--- config.mk ---
export PLATFORM = sky130hd
export DESIGN_NAME = fmsp_serial_port
export DESIGN_NICKNAME = d
export VERILOG_FILES = /design/src/fmsp_pkg.sv /design/src/fmsp_baud_if.sv /design/src/fmsp_baud_gen.sv /design/src/fmsp_pin_sync.sv /design/src/fmsp_serial_port.sv
export SDC_FILE = /design/constraint.sdc
export NUM_CORES = 1
export LEC_CHECK = 0
export BUFFER_PORTS_ARGS = -buffer_cell sky130_fd_sc_hd__buf_2
export CAP_MARGIN = 40
export CORE_MARGIN = 4
export CORE_UTILIZATION = 30
export CTS_CLUSTER_SIZE = 30
export DETAILED_ROUTE_END_ITERATION = 8
export SYNTH_ARGS = -nofsm -noshare
export SYNTH_HDL_FRONTEND = slang
export SYNTH_SLANG_ARGS = --single-unit
--- constraint.sdc ---
create_clock -name ref_clk_i -period 2 [get_ports ref_clk_i]
set_clock_uncertainty 0.05 [all_clocks]
set_input_delay 0.4 -clock ref_clk_i [delete_from_list [all_inputs] [get_ports ref_clk_i]]
set_output_delay 0.4 -clock ref_clk_i [all_outputs]
set_load 0.02 [all_outputs]
--- src/fmsp_pkg.sv ---
package fmsp_pkg;

   // register offsets
   localparam logic [7:0]  ADDR_BUF      = 8'h07;
   localparam logic [7:0]  ADDR_BAUD     = 8'h0e;
   localparam logic [7:0]  ADDR_CTRL     = 8'h11;

   // control field positions (bits 7:5 of a control write are ignored)
   localparam int          CTRL_PEN      = 2;
   localparam int          CTRL_REN      = 3;
   localparam int          CTRL_TB8      = 4;
   localparam int          CTRL_W        = 5;

   // status field positions (bits 4:0 read as zero)
   localparam int          STAT_TI       = 5;
   localparam int          STAT_RI       = 6;
   localparam int          STAT_RB8      = 7;

   // reset values
   localparam logic [4:0]  CTRL_RST      = 5'h00;
   localparam logic [15:0] BAUD_RST      = 16'h0000;
   localparam logic [7:0]  BYTE_RST      = 8'h00;

   // baud divisor layout
   localparam int          BAUD_SRC_BIT  = 15;
   localparam int          DIV_W         = 15;

   // timing counts, in baud ticks and bit indices
   localparam logic [5:0]  M0_LAST_PH    = 6'h03;
   localparam logic [5:0]  M0_MID_PH     = 6'h01;
   localparam logic [5:0]  ASYNC_LAST_PH = 6'h3f;
   localparam logic [5:0]  ASYNC_MID_PH  = 6'h1f;
   localparam logic [3:0]  M0_LAST_BIT   = 4'h7;
   localparam logic [3:0]  DATA_LAST_8   = 4'h8;
   localparam logic [3:0]  DATA_LAST_9   = 4'h9;
   localparam logic [3:0]  STOP_IDX_8    = 4'h9;
   localparam logic [3:0]  STOP_IDX_9    = 4'ha;

   typedef enum logic [1:0] {MODE_SYNC, MODE_ASYNC8, MODE_ADDR9, MODE_NINE} fmsp_mode_t;
   typedef enum logic [1:0] {TX_IDLE, TX_ASYNC, TX_SYNC} fmsp_tx_state_t;
   typedef enum logic       {RX_IDLE, RX_BUSY} fmsp_rx_state_t;

endpackage

--- src/fmsp_baud_if.sv ---
`timescale 1ns/1ns
interface fmsp_baud_if;
   logic [14:0] divisor;
   logic        run;
   logic        tick;

   modport gen  (input divisor, input run, output tick);
   modport user (output divisor, output run, input tick);
endinterface

--- src/fmsp_baud_gen.sv ---
`timescale 1ns/1ns
module fmsp_baud_gen (
   // clock and reset
   input  wire logic   ref_clk_i,
   input  wire logic   srst_i,
   // divisor and tick
   fmsp_baud_if.gen    bif
);

   logic [14:0] cnt_q;
   logic        tick_q;
   logic        expire_w;

   assign expire_w = (cnt_q == bif.divisor);
   assign bif.tick = tick_q;

   // one tick every divisor+1 cycles, counter reloads on expiry
   always_ff @(posedge ref_clk_i) begin
      if (srst_i || !bif.run) begin
         cnt_q  <= '0;
         tick_q <= 1'b0;
      end else begin
         cnt_q  <= expire_w ? '0 : cnt_q + 15'h0001;
         tick_q <= expire_w;
      end
   end

endmodule // fmsp_baud_gen

--- src/fmsp_pin_sync.sv ---
`timescale 1ns/1ns
module fmsp_pin_sync (
   // clock and reset
   input  wire logic ref_clk_i,
   input  wire logic srst_i,
   // pin side
   input  wire logic pin_i,
   // clean side
   output logic      level_o,
   output logic      fall_o
);

   logic s1_q;
   logic s2_q;
   logic s3_q;
   logic level_q;
   logic fall_q;

   // a change counts only once the second and third stages agree
   always_ff @(posedge ref_clk_i) begin
      if (srst_i) begin
         s1_q    <= 1'b1;
         s2_q    <= 1'b1;
         s3_q    <= 1'b1;
         level_q <= 1'b1;
         fall_q  <= 1'b0;
      end else begin
         s1_q    <= pin_i;
         s2_q    <= s1_q;
         s3_q    <= s2_q;
         level_q <= (s2_q == s3_q) ? s3_q : level_q;
         fall_q  <= (s2_q == s3_q) && level_q && !s3_q;
      end
   end

   assign level_o = level_q;
   assign fall_o  = fall_q;

endmodule // fmsp_pin_sync

--- src/fmsp_serial_port.sv ---
`timescale 1ns/1ns
module fmsp_serial_port (
   // clock and reset
   input  wire logic       ref_clk_i,
   input  wire logic       srst_i,
   // register port
   input  wire logic [7:0] reg_addr_i,
   input  wire logic [7:0] reg_wdata_i,
   input  wire logic       reg_wr_i,
   input  wire logic       reg_rd_i,
   output logic [7:0]      reg_rdata_o,
   // serial pins
   input  wire logic       rx_line_i,
   output logic            rx_line_o,
   output logic            rx_line_oe_o,
   output logic            tx_line_o,
   // interrupt request
   output logic            irq_o
);

   ////////////////////////////////////////////////////////////////////////////
   // state

   logic [4:0]                 ctrl_q;
   logic [4:0]                 ctrl_d;
   logic [15:0]                baud_q;
   logic [7:0]                 baud_lo_q;
   logic                       baud_half_q;
   logic [7:0]                 rx_buf_q;
   logic [7:0]                 rx_buf_d;
   logic                       rx8_q;
   logic                       rx8_d;
   logic                       ri_q;
   logic                       ri_d;
   logic                       ti_q;
   logic                       ti_d;
   logic [7:0]                 tx_hold_q;
   logic                       tx_pend_q;
   logic                       tx_pend_d;
   logic [7:0]                 rdata_q;
   logic [7:0]                 rdata_d;
   logic                       irq_q;
   logic                       tx_line_q;
   logic                       rx_out_q;
   logic                       rx_oe_q;

   fmsp_pkg::fmsp_tx_state_t   tx_state_q;
   logic [5:0]                 tx_ph_q;
   logic [3:0]                 tx_cnt_q;
   logic [10:0]                tx_sh_q;
   logic                       m0_rx_q;

   fmsp_pkg::fmsp_rx_state_t   rx_state_q;
   logic [5:0]                 rx_ph_q;
   logic [3:0]                 rx_cnt_q;
   logic [8:0]                 rx_sh_q;

   ////////////////////////////////////////////////////////////////////////////
   // decode

   fmsp_pkg::fmsp_mode_t       mode_w;
   logic                       buf_wr_w;
   logic                       buf_rd_w;
   logic                       baud_wr_w;
   logic                       ctrl_wr_w;
   logic                       stat_rd_w;
   logic                       mode_chg_w;
   logic                       port_rst_w;
   logic                       async_w;
   logic                       nine_w;
   logic                       pen_w;
   logic                       ren_w;
   logic                       ren_rise_w;

   assign mode_w     = fmsp_pkg::fmsp_mode_t'(ctrl_q[1:0]);
   assign buf_wr_w   = reg_wr_i && (reg_addr_i == fmsp_pkg::ADDR_BUF);
   assign buf_rd_w   = reg_rd_i && (reg_addr_i == fmsp_pkg::ADDR_BUF);
   assign baud_wr_w  = reg_wr_i && (reg_addr_i == fmsp_pkg::ADDR_BAUD);
   assign ctrl_wr_w  = reg_wr_i && (reg_addr_i == fmsp_pkg::ADDR_CTRL);
   assign stat_rd_w  = reg_rd_i && (reg_addr_i == fmsp_pkg::ADDR_CTRL);
   assign mode_chg_w = ctrl_wr_w && (reg_wdata_i[1:0] != ctrl_q[1:0]);
   assign port_rst_w = srst_i || mode_chg_w;
   assign async_w    = (mode_w != fmsp_pkg::MODE_SYNC);
   assign nine_w     = ctrl_q[1];
   assign pen_w      = ctrl_q[fmsp_pkg::CTRL_PEN];
   assign ren_w      = ctrl_q[fmsp_pkg::CTRL_REN];
   assign ren_rise_w = ctrl_wr_w && reg_wdata_i[fmsp_pkg::CTRL_REN] && !ren_w;

   ////////////////////////////////////////////////////////////////////////////
   // baud generator and receive pin

   fmsp_baud_if bif ();
   logic        tick_w;
   logic        rx_lvl_w;
   logic        rx_fall_w;

   // halted while the divisor is half written or the source is off
   assign bif.divisor = baud_q[fmsp_pkg::DIV_W-1:0];
   assign bif.run     = baud_q[fmsp_pkg::BAUD_SRC_BIT] && !baud_half_q;
   assign tick_w      = bif.tick;

   fmsp_baud_gen u_baud (
      .ref_clk_i (ref_clk_i),
      .srst_i    (srst_i),
      .bif       (bif)
   );

   fmsp_pin_sync u_rx_sync (
      .ref_clk_i (ref_clk_i),
      .srst_i    (srst_i),
      .pin_i     (rx_line_i),
      .level_o   (rx_lvl_w),
      .fall_o    (rx_fall_w)
   );

   ////////////////////////////////////////////////////////////////////////////
   // transmit frame assembly

   logic        par7_w;
   logic        par8_w;
   logic        bit7_w;
   logic        ninth_w;
   logic [10:0] frame_w;
   logic [3:0]  data_last_w;
   logic [3:0]  stop_idx_w;
   logic        tx_go_w;
   logic        tx_acc_w;
   logic        m0_rx_go_w;

   assign par7_w  = ^tx_hold_q[6:0];
   assign par8_w  = ^tx_hold_q;
   assign bit7_w  = (mode_w == fmsp_pkg::MODE_ASYNC8 && pen_w) ? par7_w : tx_hold_q[7];
   // mode 2 ignores the parity enable entirely
   assign ninth_w = (mode_w == fmsp_pkg::MODE_NINE && pen_w) ? par8_w
                                                             : ctrl_q[fmsp_pkg::CTRL_TB8];
   assign frame_w = nine_w ? {1'b1, ninth_w, bit7_w, tx_hold_q[6:0], 1'b0}
                           : {2'b11, bit7_w, tx_hold_q[6:0], 1'b0};
   assign data_last_w = nine_w ? fmsp_pkg::DATA_LAST_9 : fmsp_pkg::DATA_LAST_8;
   assign stop_idx_w  = nine_w ? fmsp_pkg::STOP_IDX_9 : fmsp_pkg::STOP_IDX_8;

   // mode 0 writes only count with the receive enable set
   assign tx_acc_w   = buf_wr_w && (async_w || ren_w);
   // held data waits for the stop bit of the frame on the line
   assign tx_go_w    = (tx_state_q == fmsp_pkg::TX_IDLE) && tx_pend_q;
   assign tx_pend_d  = tx_acc_w || (tx_pend_q && !tx_go_w);
   assign m0_rx_go_w = !async_w && (tx_state_q == fmsp_pkg::TX_IDLE) && !tx_pend_q &&
                       (ren_rise_w || (stat_rd_w && ri_q && ren_w));

   ////////////////////////////////////////////////////////////////////////////
   // transmit and mode 0 engine

   always_ff @(posedge ref_clk_i) begin
      if (port_rst_w) begin
         tx_state_q <= fmsp_pkg::TX_IDLE;
         tx_ph_q    <= '0;
         tx_cnt_q   <= '0;
         tx_sh_q    <= '1;
         m0_rx_q    <= 1'b0;
      end else begin
         case (tx_state_q)
            fmsp_pkg::TX_IDLE: begin
               tx_ph_q  <= '0;
               tx_cnt_q <= '0;
               if (tx_go_w) begin
                  tx_sh_q    <= async_w ? frame_w : {3'b111, tx_hold_q};
                  m0_rx_q    <= 1'b0;
                  tx_state_q <= async_w ? fmsp_pkg::TX_ASYNC : fmsp_pkg::TX_SYNC;
               end else if (m0_rx_go_w) begin
                  m0_rx_q    <= 1'b1;
                  tx_state_q <= fmsp_pkg::TX_SYNC;
               end
            end
            fmsp_pkg::TX_ASYNC: begin
               if (tick_w) begin
                  tx_ph_q <= tx_ph_q + 6'h01;
                  if (tx_ph_q == fmsp_pkg::ASYNC_LAST_PH) begin
                     tx_sh_q  <= {1'b1, tx_sh_q[10:1]};
                     tx_cnt_q <= tx_cnt_q + 4'h1;
                     if (tx_cnt_q == stop_idx_w) begin
                        tx_state_q <= fmsp_pkg::TX_IDLE;
                     end
                  end
               end
            end
            fmsp_pkg::TX_SYNC: begin
               if (m0_rx_q && !ren_w) begin
                  tx_state_q <= fmsp_pkg::TX_IDLE;
               end else if (tick_w) begin
                  if (tx_ph_q == fmsp_pkg::M0_LAST_PH) begin
                     tx_ph_q  <= '0;
                     tx_sh_q  <= m0_rx_q ? {3'b111, rx_lvl_w, tx_sh_q[7:1]}
                                         : {1'b1, tx_sh_q[10:1]};
                     tx_cnt_q <= tx_cnt_q + 4'h1;
                     if (tx_cnt_q == fmsp_pkg::M0_LAST_BIT) begin
                        tx_state_q <= fmsp_pkg::TX_IDLE;
                     end
                  end else begin
                     tx_ph_q <= tx_ph_q + 6'h01;
                  end
               end
            end
            default: begin
               tx_state_q <= fmsp_pkg::TX_IDLE;
            end
         endcase
      end
   end

   ////////////////////////////////////////////////////////////////////////////
   // asynchronous receive engine, runs beside the transmitter

   logic       rx_sample_w;
   logic       rx_last_w;
   logic [8:0] rx_word_w;
   logic [7:0] rx_byte_w;
   logic       rx_acc_w;
   logic       m0_rx_done_w;
   logic       ti_set_w;

   assign rx_sample_w = (rx_state_q == fmsp_pkg::RX_BUSY) && tick_w &&
                        (rx_ph_q == fmsp_pkg::ASYNC_MID_PH);
   assign rx_last_w   = rx_sample_w && (rx_cnt_q == data_last_w);
   assign rx_word_w   = {rx_lvl_w, rx_sh_q[8:1]};
   assign rx_byte_w   = nine_w ? rx_word_w[7:0] : rx_word_w[8:1];
   assign rx_acc_w    = rx_last_w &&
                        !(mode_w == fmsp_pkg::MODE_ADDR9 && !rx_word_w[8]);

   always_ff @(posedge ref_clk_i) begin
      if (port_rst_w) begin
         rx_state_q <= fmsp_pkg::RX_IDLE;
         rx_ph_q    <= '0;
         rx_cnt_q   <= '0;
         rx_sh_q    <= '0;
      end else begin
         case (rx_state_q)
            fmsp_pkg::RX_IDLE: begin
               rx_ph_q  <= '0;
               rx_cnt_q <= '0;
               if (async_w && ren_w && rx_fall_w) begin
                  rx_state_q <= fmsp_pkg::RX_BUSY;
               end
            end
            fmsp_pkg::RX_BUSY: begin
               if (tick_w) begin
                  rx_ph_q <= rx_ph_q + 6'h01;
               end
               // a start bit high at mid-bit was a glitch
               if (rx_sample_w && rx_cnt_q == 4'h0 && rx_lvl_w) begin
                  rx_state_q <= fmsp_pkg::RX_IDLE;
               end else if (rx_sample_w) begin
                  rx_sh_q  <= rx_word_w;
                  rx_cnt_q <= rx_cnt_q + 4'h1;
                  if (rx_last_w) begin
                     rx_state_q <= fmsp_pkg::RX_IDLE;
                  end
               end
            end
            default: begin
               rx_state_q <= fmsp_pkg::RX_IDLE;
            end
         endcase
      end
   end

   ////////////////////////////////////////////////////////////////////////////
   // flags, receive buffer, control

   assign m0_rx_done_w = (tx_state_q == fmsp_pkg::TX_SYNC) && m0_rx_q && ren_w && tick_w &&
                         (tx_ph_q == fmsp_pkg::M0_LAST_PH) &&
                         (tx_cnt_q == fmsp_pkg::M0_LAST_BIT);
   assign ti_set_w = tick_w && (
                     ((tx_state_q == fmsp_pkg::TX_ASYNC) && (tx_cnt_q == data_last_w) &&
                      (tx_ph_q == fmsp_pkg::ASYNC_MID_PH)) ||
                     ((tx_state_q == fmsp_pkg::TX_SYNC) && !m0_rx_q &&
                      (tx_cnt_q == fmsp_pkg::M0_LAST_BIT) &&
                      (tx_ph_q == fmsp_pkg::M0_MID_PH)));

   // a set in the clearing cycle wins; only the receive flag gates traffic, restarting mode 0 receive on a status read
   assign ri_d = rx_acc_w || m0_rx_done_w || (ri_q && !stat_rd_w);
   assign ti_d = ti_set_w || (ti_q && !stat_rd_w);

   // completed word parks here while the next one shifts in
   assign rx_buf_d = m0_rx_done_w ? {rx_lvl_w, tx_sh_q[7:1]} :
                     rx_acc_w     ? rx_byte_w : rx_buf_q;
   assign rx8_d    = !rx_acc_w                           ? rx8_q         :
                     (mode_w == fmsp_pkg::MODE_ASYNC8)   ? (pen_w ? ^rx_word_w[8:1] : rx8_q) :
                     (mode_w == fmsp_pkg::MODE_NINE && pen_w) ? ^rx_word_w :
                     rx_word_w[8];

   // software write wins over the clear-on-send of the ninth bit
   assign ctrl_d = ctrl_wr_w ? reg_wdata_i[fmsp_pkg::CTRL_W-1:0] :
                   (tx_go_w && async_w) ? (ctrl_q & ~(5'h01 << fmsp_pkg::CTRL_TB8)) :
                   ctrl_q;

   // unmapped and write-only addresses read as zero
   assign rdata_d = buf_rd_w  ? rx_buf_q :
                    stat_rd_w ? {rx8_q, ri_q, ti_q, 5'h00} : 8'h00;

   always_ff @(posedge ref_clk_i) begin
      if (srst_i) begin
         ctrl_q      <= fmsp_pkg::CTRL_RST;
         baud_q      <= fmsp_pkg::BAUD_RST;
         baud_lo_q   <= fmsp_pkg::BYTE_RST;
         baud_half_q <= 1'b0;
         rx_buf_q    <= fmsp_pkg::BYTE_RST;
         rx8_q       <= 1'b0;
         ri_q        <= 1'b0;
         ti_q        <= 1'b0;
         tx_hold_q   <= fmsp_pkg::BYTE_RST;
         rdata_q     <= fmsp_pkg::BYTE_RST;
      end else begin
         ctrl_q   <= ctrl_d;
         rx_buf_q <= rx_buf_d;
         rx8_q    <= rx8_d;
         ri_q     <= ri_d;
         ti_q     <= ti_d;
         rdata_q  <= rdata_d;
         if (buf_wr_w) begin
            tx_hold_q <= reg_wdata_i;
         end
         if (baud_wr_w) begin
            baud_half_q <= !baud_half_q;
            if (baud_half_q) begin
               baud_q <= {reg_wdata_i, baud_lo_q};
            end else begin
               baud_lo_q <= reg_wdata_i;
            end
         end
      end
   end

   ////////////////////////////////////////////////////////////////////////////
   // pin and interrupt outputs, all registered

   logic tx_line_d;

   // mode 0 clock: low for two ticks, high for two, data held across
   assign tx_line_d = (tx_state_q == fmsp_pkg::TX_ASYNC) ? tx_sh_q[0] :
                      (tx_state_q == fmsp_pkg::TX_SYNC)  ? tx_ph_q[1] : 1'b1;

   always_ff @(posedge ref_clk_i) begin
      if (port_rst_w) begin
         tx_pend_q <= 1'b0;
         tx_line_q <= 1'b1;
         rx_out_q  <= 1'b1;
         rx_oe_q   <= 1'b0;
      end else begin
         tx_pend_q <= tx_pend_d;
         tx_line_q <= tx_line_d;
         rx_out_q  <= tx_sh_q[0];
         rx_oe_q   <= (tx_state_q == fmsp_pkg::TX_SYNC) && !m0_rx_q;
      end
   end

   always_ff @(posedge ref_clk_i) begin
      if (srst_i) begin
         irq_q <= 1'b0;
      end else begin
         irq_q <= ri_d || ti_d;
      end
   end

   assign reg_rdata_o  = rdata_q;
   assign tx_line_o    = tx_line_q;
   assign rx_line_o    = rx_out_q;
   assign rx_line_oe_o = rx_oe_q;
   assign irq_o        = irq_q;

endmodule // fmsp_serial_port

Word level (Yosys, flattened, before mapping)
Index checks and enable logic that the tools add are counted.
{"block": "classes", "n_mux": 60, "reduce_logical": 88, "n_eq_ne": 35, "n_bitwise": 3, "addsub": 5}
{"operator": "$mux W11", "count": 6}
{"operator": "$logic_and A1 B1 Y1", "count": 45}
{"operator": "$mux W8", "count": 5}
{"operator": "$pmux W11 S3", "count": 1}
{"operator": "$mux W10", "count": 3}
{"operator": "$mux W6", "count": 5}
{"operator": "$mux W4", "count": 7}
{"operator": "$mux W2", "count": 11}
{"operator": "$pmux W6 S3", "count": 1}
{"operator": "$reduce_xor A8 Y1", "count": 2}
{"operator": "$add A15 B1 Y15 const B", "count": 1}
{"operator": "$eq A15 B15 Y1", "count": 1}
{"operator": "$mux W1", "count": 14}
{"operator": "$reduce_and A7 Y1", "count": 2}
{"operator": "$add A6 B1 Y6 const B", "count": 2}
{"operator": "$eq A4 B4 Y1", "count": 3}
{"operator": "$eq A6 B5 Y1 const B", "count": 2}
{"operator": "$ne A2 B2 Y1 const B", "count": 6}
{"operator": "$pmux W4 S3", "count": 1}
{"operator": "$pmux W6 S2", "count": 1}
{"operator": "$logic_not A1 Y1", "count": 11}
{"operator": "$logic_or A1 B1 Y1", "count": 10}
{"operator": "$mux W5", "count": 2}
{"operator": "$ne A2 B1 Y1 const B", "count": 5}
{"operator": "29 further kinds", "count": 44}
{"block": "totals", "input_bits": 21, "word_cells": 223, "reg_bits": 127, "output_inout_bits": 12}

Logic depth before layout (Yosys ltp)
Gate-level depths: netlist (run 1).
{"block": "logic_depth", "ltp_word": 9, "ltp_mapped": 8, "depth_no_buf": 7}

Cells and area by module
A second synthesis (run 1) with hierarchy kept.
{"block": "unflattened", "cells_unflattened": 662, "area_unflattened_um2": 5962.0}
{"module": "fmsp_serial_port", "seq_area_each_um2": 2082.0, "instances": 1, "cells_per_inst": 559, "area_each_um2": 4931.0}
{"module": "fmsp_baud_gen", "seq_area_each_um2": 320.3, "instances": 1, "cells_per_inst": 91, "area_each_um2": 880.8}
{"module": "fmsp_pin_sync", "seq_area_each_um2": 100.1, "instances": 1, "cells_per_inst": 12, "area_each_um2": 150.1}

Worst setup path after synthesis (run 1)
No wires, ideal clock.
{"block": "synth_path", "path_type": "register to register", "startpoint": "register tx_state_q[1]", "endpoint": "register tx_cnt_q[3]", "path_buffers": 0, "synth_period_minus_slack_ns": 1.855, "setup_slack_ns": 0.145, "setup_ns": 0.070, "required_ns": 1.880, "t_arrival_ns": 1.735, "path_stages_with_launch": 8, "path_cell_list": "dfxtp_1 > inv_1 > ha_1 > and2b_2 > o2bb2ai_4 > nand4_4 > or4_1 > a21oi_1"}
{"block": "synth_via", "elab_chain_len": 3, "elab_cells_between_ends": 11, "classes_between": "eq/ne (7); mux (1); reduce/logical (3)"}
{"item": "start: declaration", "line": "fmsp_serial_port.sv:47", "text": "fmsp_pkg::fmsp_tx_state_t tx_state_q;"}
{"item": "start signal: assignment", "line": "fmsp_serial_port.sv:154", "text": "tx_state_q <= fmsp_pkg::TX_IDLE;"}
{"item": "start signal: assignment", "line": "fmsp_serial_port.sv:167", "text": "tx_state_q <= async_w ? fmsp_pkg::TX_ASYNC : fmsp_pkg::TX_SYNC;"}
{"item": "start signal: assignment", "line": "fmsp_serial_port.sv:170", "text": "tx_state_q <= fmsp_pkg::TX_SYNC;"}
{"item": "$eq A2 B2 Y1, or another cell as far along", "line": "fmsp_serial_port.sv:160", "text": "case (tx_state_q)"}
{"item": "$ne A2 B1 Y1 (no line), or another cell as far along"}
{"item": "$reduce_and A6 Y1 (no line)"}
{"item": "end signal: assignment", "line": "fmsp_serial_port.sv:178", "text": "tx_cnt_q <= tx_cnt_q + 4'h1;"}
{"item": "end signal: assignment", "line": "fmsp_serial_port.sv:193", "text": "tx_cnt_q <= tx_cnt_q + 4'h1;"}
{"item": "end: declaration", "line": "fmsp_serial_port.sv:49", "text": "logic [3:0] tx_cnt_q;"}
Parallel ways exist; a longest one is shown, timed or not.
A chain may end at the register's enable or synchronous reset.

Worst setup path after layout (run 1)
{"block": "layout_path", "startpoint": "register tx_state_q[0]", "endpoint": "register tx_sh_q[7]"}
{"block": "layout_via", "elab_chain_len": 4, "elab_cells_between_ends": 13, "classes_between": "eq/ne (8); mux (1); reduce/logical (4)"}
{"item": "$logic_not A2 Y1", "line": "fmsp_serial_port.sv:144, fmsp_serial_port.sv:160"}
{"item": "$logic_and A1 B1 Y1", "line": "fmsp_serial_port.sv:144", "text": "assign tx_go_w = (tx_state_q == fmsp_pkg::TX_IDLE) && tx_pend_q;"}
{"item": "$ne A2 B2 Y1 (no line)"}
{"item": "$reduce_and A7 Y1 (no line)"}
{"item": "end signal: assignment", "line": "fmsp_serial_port.sv:165", "text": "tx_sh_q <= async_w ? frame_w : {3'b111, tx_hold_q};"}
{"item": "end signal: assignment", "line": "fmsp_serial_port.sv:177", "text": "tx_sh_q <= {1'b1, tx_sh_q[10:1]};"}
{"item": "end signal: assignment", "line": "fmsp_serial_port.sv:191", "text": "tx_sh_q <= m0_rx_q ? {3'b111, rx_lvl_w, tx_sh_q[7:1]}"}
{"item": "end: declaration", "line": "fmsp_serial_port.sv:50", "text": "logic [10:0] tx_sh_q;"}
Parallel ways exist; a longest one is shown, timed or not.

==> results.py, run 1 <==
metrics = {
    "synth": {
        "yosys_warnings": 0,
        "avgSynthCellArea_um2": 9.13,
        "netlist_area_um2": 5960,
        "synth-main-ff-cell": "dfxtp_1",
        "ys_types": 70,
        "synthCells": 653,
        "synthArstFlopShare_pct": 0,
        "ys_seq_area_share_pct": 42.0,
        "ys_ff_latch": 125,
        "synth-edff-count": 0,
        "synthesis.nets": 685,
    },
    "pwr": {
        "power_density_nw_per_um2": 811,
        "leakagePower_nw": 2.93,
        "seqPwrFrac_pct": 42.4,
        "total_power_mw": 6.01,
        "p_int_mw": 4.58,
        "p_sw_share_pct": 23.7,
        "clock_power_share_pct": 51.3,
        "ir_worst_vdd_v": 0.000615,
        "power_switching_mw": 1.42,
        "comb_power_share_pct": 6.3,
    },
    "global_routing": {
        "grt_max_degree": 27,
        "antenna_found_initial": 1,
        "overflow": 0,
        "grt_pass1_vias": 4599,
        "track_usage_pct": 13.2,
        "grt_pass1_wl_um": 23400,
    },
    "timing": {
        "worst_pin_slew_ns": 0.772,
        "finalHoldViolations": 0,
        "setup_viol": 0,
        "fmax_ghz": 0.525,
        "period_minus_slack_ns": 1.91,
        "worst_slew_margin_rel_pct": 48.4,
        "rsz0062_at_grt": "true",
        "final.period_utilization_pct": 95.3,
        "slew_viol_final": 0,
    },
    "finish": {
        "areaGrowthSynthToFinish_pct": 24.2,
        "final_cell_area_um2": 7410,
        "stdcell_count": 1014,
        "layout.nets": 768,
        "num_antenna_cells": 0,
        "drive_gt1_share_pct": 21.5,
        "n_fill_cell": 1995,
        "post-route-util_pct": 37.9,
    },
    "worst_setup_path": {
        "cp_top_family": "compound AO/OA/AOI/OAI gates",
        "crit_top_cell": "buf_4",
        "crit_chain": "inv_1, ha_1, o2bb2ai_4, nand4_4, buf_4, buf_4, o21ai_0, nand3_1",
        "arrival_ns": 2.16,
        "worst_path_max_delay_cell": "dfxtp_1",
        "cp.required_ns": 2.26,
        "path_class": "reg -> reg",
        "crit_buf_inv": 3,
        "critPathLaunchType": "flop",
        "cp_max_fo": 8,
        "critPathMaxStageDelay_ns": 0.37,
        "endpoint_kind": "flop",
    },
    "placed_design": {
        "port_buffers": 32,
        "placed_area_um2": 6750,
        "dp_cells": 979,
        "dp_hpwl_um": 10600,
        "gp_congestion": 0.827,
    },
    "hold_path": {
        "worstHoldPathType": "in -> reg",
    },
    "detailed_routing": {
        "ant_nets": 0,
        "drcViolationCount": 0,
        "wl_per_cell_um": 14.4,
        "drt_iter0_markers": 240,
        "via_count": 4866,
        "routed_wl_um": 14600,
        "drtPass1Iterations": 5,
        "vias_per_cell": 4.80,
    },
    "clock_network": {
        "clock_path_buffers": 2,
        "path_clk_slew_ns": 0.06,
        "cts_tree": "done",
        "clk_latency_ns": 0.42,
        "cts_sinks": 125,
        "clockRootBuffer": "clkbuf_16",
        "cts_hold_buf": 0,
        "cts.htree.levels": 4,
        "cts_made_buffers": 17,
    },
    "run": {
        "max_cap_viol_count": 0,
    },
    "floorplan": {
        "die-area_um2": 22200,
        "num_io_pins": 33,
        "fp.dieH_um": 149,
        "row_count": 51,
        "die_w_um": 149,
        "start_util_pct": 30.5,
        "core-area_um2": 19500,
    },
    "run_status": {
        "status": "finished, final reports clean",
    },
}
[synthesized netlist by cell type, types with 12 or more instances]
cell      number  area (um2)
a21oi_1       41         205
clkbuf_1      13        48.8
dfxtp_1      125        2500
inv_1         13        48.8
mux2i_1       50         500
nand2_1       49         184
nand3_1       22         110
nand4_1       12        75.1
nor2_1        93         349
o21ai_0       16        80.1
xnor2_1       30         263
xor2_1        22         193
[worst paths after layout]
kind / slack [ns] / from / cells after the start / endpoint
worst max-delay path: 0.09 / tx_state_q[0] / 8 / tx_sh_q[7]
worst min-delay path: 0.11 / rx_line_i / 2 / u_rx_sync.s1_q
worst max register to register: 0.09 / tx_state_q[0] / 8 / tx_sh_q[7]
worst min register to register: 0.36 / u_rx_sync.s1_q / 1 / u_rx_sync.s2_q
[layer usage]
| metal | part of all wire [%] | track usage, % | vias to the layer above | wire (um) |
|---|---|---|---|---|
| li1 | - | - | 2467 | - |
| met1 | 48 | 17.4 | 2292 | 7020 |
| met3 | 4.8 | 4.35 | 16 | 693 |
| met5 | 0.089 | 0 | - | 13 |
| met2 | 46 | 20.6 | 89 | 6650 |
| met4 | 1.3 | 4.26 | 2 | 184 |
[flip-flops by register name, indices dropped and copies added (netlist names), 2 cells and up]
name / count
tx_ph_q: 6
rx_sh_q: 8
tx_state_q: 2
rx_buf_q: 8
rx_ph_q: 6
baud_lo_q: 8
rx_cnt_q: 4
reg_rdata_o: 8
tx_cnt_q: 4
baud_q: 16
ctrl_q: 5
tx_sh_q: 10
tx_hold_q: 8
u_baud.cnt_q: 15
[power by group through the flow]
stage	Combinational, mW	Clock [mW]	Sequential, mW
after floorplan	0.205	0	2.60
after global placement	0.336	0	2.60
after detailed placement	0.335	0	2.60
after CTS	0.336	3.14	2.55
after global routing	0.411	3.23	2.55
final	0.377	3.08	2.55
[cells in the final DEF (no fill, tap or decap), types with 10 or more instances in the layout]
| cell | instances |
|---|---|
| buf_2 | 32 |
| xnor2_1 | 30 |
| mux2i_1 | 50 |
| a31oi_1 | 10 |
| buf_4 | 63 |
| ha_1 | 11 |
| o21ai_0 | 15 |
| inv_1 | 13 |
| a21oi_1 | 41 |
| nand3_1 | 22 |
| xor2_1 | 22 |
| dfxtp_1 | 125 |
| clkbuf_16 | 17 |
| nand2_1 | 49 |
| nor2_1 | 91 |
| nand4_1 | 12 |
[area by class of cell]
cell class / count / area [um2] / area share, %
Clock inverter: 13 / 141 / 1.91
Inverter: 14 / 52.6 / 0.709
Timing Repair Buffer: 96 / 653 / 8.82
Multi-Input combinational cell: 482 / 3270 / 44.2
Sequential cell: 125 / 2500 / 33.8
Clock buffer: 19 / 453 / 6.11
Tap cell: 265 / 332 / 4.48
[cell families (layout without fill, tap and decap cells)]
kind of cell / after synthesis / in the layout / synth area share (%)
AOI/OAI and AO/OA: 113 / 113 / 12.8
xor gates and xnor gates: 56 / 56 / 9.15
adders and majority gates: 11 / 11 / 2.31
buffers and inverters: 47 / 142 / 4.01
DFF: 125 / 125 / 42.0
muxes: 52 / 52 / 8.83
and+or+nand+nor: 249 / 250 / 21.0
[through the flow]
stage               hold WS (ns)  TNS [ns]  setup WS (ns)
CTS                       0.0934         0         0.0260
detailed placement         0.343   -0.0530        -0.0530
global placement           0.352         0        0.00201
finish                     0.108         0         0.0940
floorplan                  0.339         0          0.145
global route              0.0989    -0.160        -0.0395
[what timing repair did]
item,4_1_cts,5_1_grt
endpoints found under the setup margin,0,14
setup buffers,0,2
resized for setup,0,11
No activity file was read; power rests on OpenSTA's default activity.
==> inputs of run 2 (changes only) <==
--- a/config.mk
+++ b/config.mk
@@ -11,6 +11,7 @@
 export CORE_UTILIZATION = 30
 export CTS_CLUSTER_SIZE = 30
 export DETAILED_ROUTE_END_ITERATION = 8
+export MAX_ROUTING_LAYER = met4
 export SYNTH_ARGS = -nofsm -noshare
 export SYNTH_HDL_FRONTEND = slang
 export SYNTH_SLANG_ARGS = --single-unit
==> run 2 against run 1 <==
  * Count of clock-buffer cells in the layout stayed put
  * Non-clock buffer count stayed put
  * Sequential share of layout area hardly changed
  * Total power is 0.12% lower
  * Routed wire length is 0.40% lower
  * Final cell count hardly changed
  * Clock power hardly changed
  * Worst setup slack worse by 0.016 ns
  * Flip-flop and latch count stayed put
  * Register-to-register slack worse by 0.02 ns
==> results.py, run 2 (synthesized netlist as in run 1, its figures left out) <==
metrics = {
    "placed_design": {
        "dp_hpwl_um": 10600,
        "gp_congestion": 0.839,
        "dp_slack_ns": -0.0530,
        "placed_area_um2": 6750,
        "port_buffers": 32,
    },
    "floorplan": {
        "die_w_um": 149,
        "row_count": 51,
        "die-area_um2": 22200,
        "start_util_pct": 30.5,
        "num_io_pins": 33,
        "core-area_um2": 19500,
        "fp.dieH_um": 149,
    },
    "clock_network": {
        "clockRootBuffer": "clkbuf_16",
        "cts.htree.levels": 4,
        "cts_tree": "done",
        "clock_path_buffers": 2,
        "cts_sinks": 125,
        "cts_hold_buf": 0,
        "cts_made_buffers": 17,
        "clk_latency_ns": 0.42,
        "path_clk_slew_ns": 0.06,
    },
    "run": {
        "max_cap_viol_count": 0,
    },
    "global_routing": {
        "grt_use_met1_pct": 17.5,
        "grt.busiest_layer": "met2",
        "grt_pass1_vias": 4596,
        "grt_pass1_wl_um": 23400,
        "overflow": 0,
        "antenna_found_initial": 1,
        "met3_usage_pct": 4.13,
        "globalRouteMet2Util_pct": 20.6,
        "track_usage_pct": 13.6,
        "grt_max_degree": 27,
    },
    "pwr": {
        "ir_worst_vdd_v": 0.000613,
        "seqPwrFrac_pct": 42.4,
        "power_density_nw_per_um2": 810,
        "power_switching_mw": 1.42,
        "clock_power_share_pct": 51.4,
        "comb_power_share_pct": 6.2,
        "leakagePower_nw": 2.93,
        "p_sw_share_pct": 23.7,
        "p_int_mw": 4.58,
        "total_power_mw": 6.00,
    },
    "detailed_routing": {
        "vias_per_cell": 4.77,
        "ant_nets": 0,
        "wl_per_cell_um": 14.3,
        "via_count": 4837,
        "drtPass1Iterations": 5,
        "drt_iter0_markers": 238,
        "routed_wl_um": 14500,
        "drcViolationCount": 0,
    },
    "hold_path": {
        "hold_depth": 2,
        "worstHoldPathType": "in -> reg",
        "min_from": "rx_line_i",
    },
    "finish": {
        "final_cell_area_um2": 7400,
        "top_regs": "baud_q: 16 flops, u_baud.cnt_q: 15 flops, tx_sh_q: 10 flops",
        "layout_common_cells": "dfxtp_1 (125), nor2_1 (91), buf_4 (63), mux2i_1 (50), nand2_1 (49)",
        "layout_commonest_cell": "dfxtp_1",
        "post-route-util_pct": 37.9,
        "regMostFlops": "baud_q",
        "layout.nets": 768,
        "largest_register_ffs": 16,
        "drive_gt1_share_pct": 21.5,
        "areaGrowthSynthToFinish_pct": 24.1,
    },
    "timing": {
        "slew_viol_final": 0,
        "rsz0062_at_grt": "true",
        "period_minus_slack_ns": 1.92,
        "setup_ws_ns": 0.0776,
        "worst_pin_slew_ns": 0.775,
        "worst_slew_margin_rel_pct": 48.2,
        "finalHoldViolations": 0,
        "fmax_ghz": 0.520,
        "final.period_utilization_pct": 96.1,
        "setup_viol": 0,
    },
    "worst_setup_path": {
        "endpoint_kind": "flop",
        "regToRegStartpoint": "tx_state_q[0]",
        "arrival_ns": 2.16,
        "cp_max_fo": 7,
        "cp.required_ns": 2.24,
        "rr_worst_depth": 6,
        "reg2reg_slack_ns": 0.08,
        "path_class": "reg -> reg",
        "crit_start": "tx_state_q[0]",
        "critPathLaunchType": "flop",
    },
    "run_status": {
        "status": "finished, final reports clean",
    },
}
-- run 2: changes by cell type in the layout (fill, tap and decap cells not counted) --
cell     previous run  this run
nand4_2             0         1
diode_2             0         1
nand4_4             2         1
-- run 2: power groups by stage --
stage	Clock [mW]	Sequential (mW)	Combinational (mW)
global placement	0	2.60	0.336
global route	3.23	2.55	0.406
finish	3.08	2.55	0.372
detailed placement	0	2.60	0.335
floorplan	0	2.60	0.205
CTS	3.14	2.55	0.336
-- run 2: final timing paths --
check | end
setup / recovery | tx_sh_q[6]
hold / removal | u_rx_sync.s1_q
setup reg to reg | tx_sh_q[6]
hold reg to reg | u_rx_sync.s2_q
-- run 2: layout make-up --
cell class	instances	area (um2)
antenna	1	2.50
clock buffer	19	453
clock inverter	13	141
fill	1994	12100
inverter	14	52.6
multi-input combinational	482	3270
sequential	125	2500
tap	265	332
timing repair buffer	96	653
-- run 2: repair_timing --
| item | in CTS | in global routing |
|---|---|---|
| setup endpoints to repair | 0 | 14 |
| buffers inserted | 0 | 2 |
| gates resized for setup | 0 | 10 |
-- run 2: metal layers --
metal  wire (um)  up-vias
met1        6960     2274
met2        6650       79
li1            -     2467
met3         694       17
met5           0        -
met4         193        0
-- run 2: per-stage QoR --
step	hold slack, ns	TNS (ns)	std cells
3_5_place_dp	0.343	-0.0530	979
2_1_floorplan	0.339	0	653
5_1_grt	0.0989	-0.194	1015
6_report	0.108	0	1015
3_3_place_gp	0.352	0	979
4_1_cts	0.0934	0	1011
-- run 2: critical path, cell delays in order (launching register included) --
cell	delay (ns)
dfxtp_1	0.37
inv_1	0.08
ha_1	0.29
o2bb2ai_4	0.24
nand4_2	0.24
a2111oi_0	0.37
o21ai_0	0.15
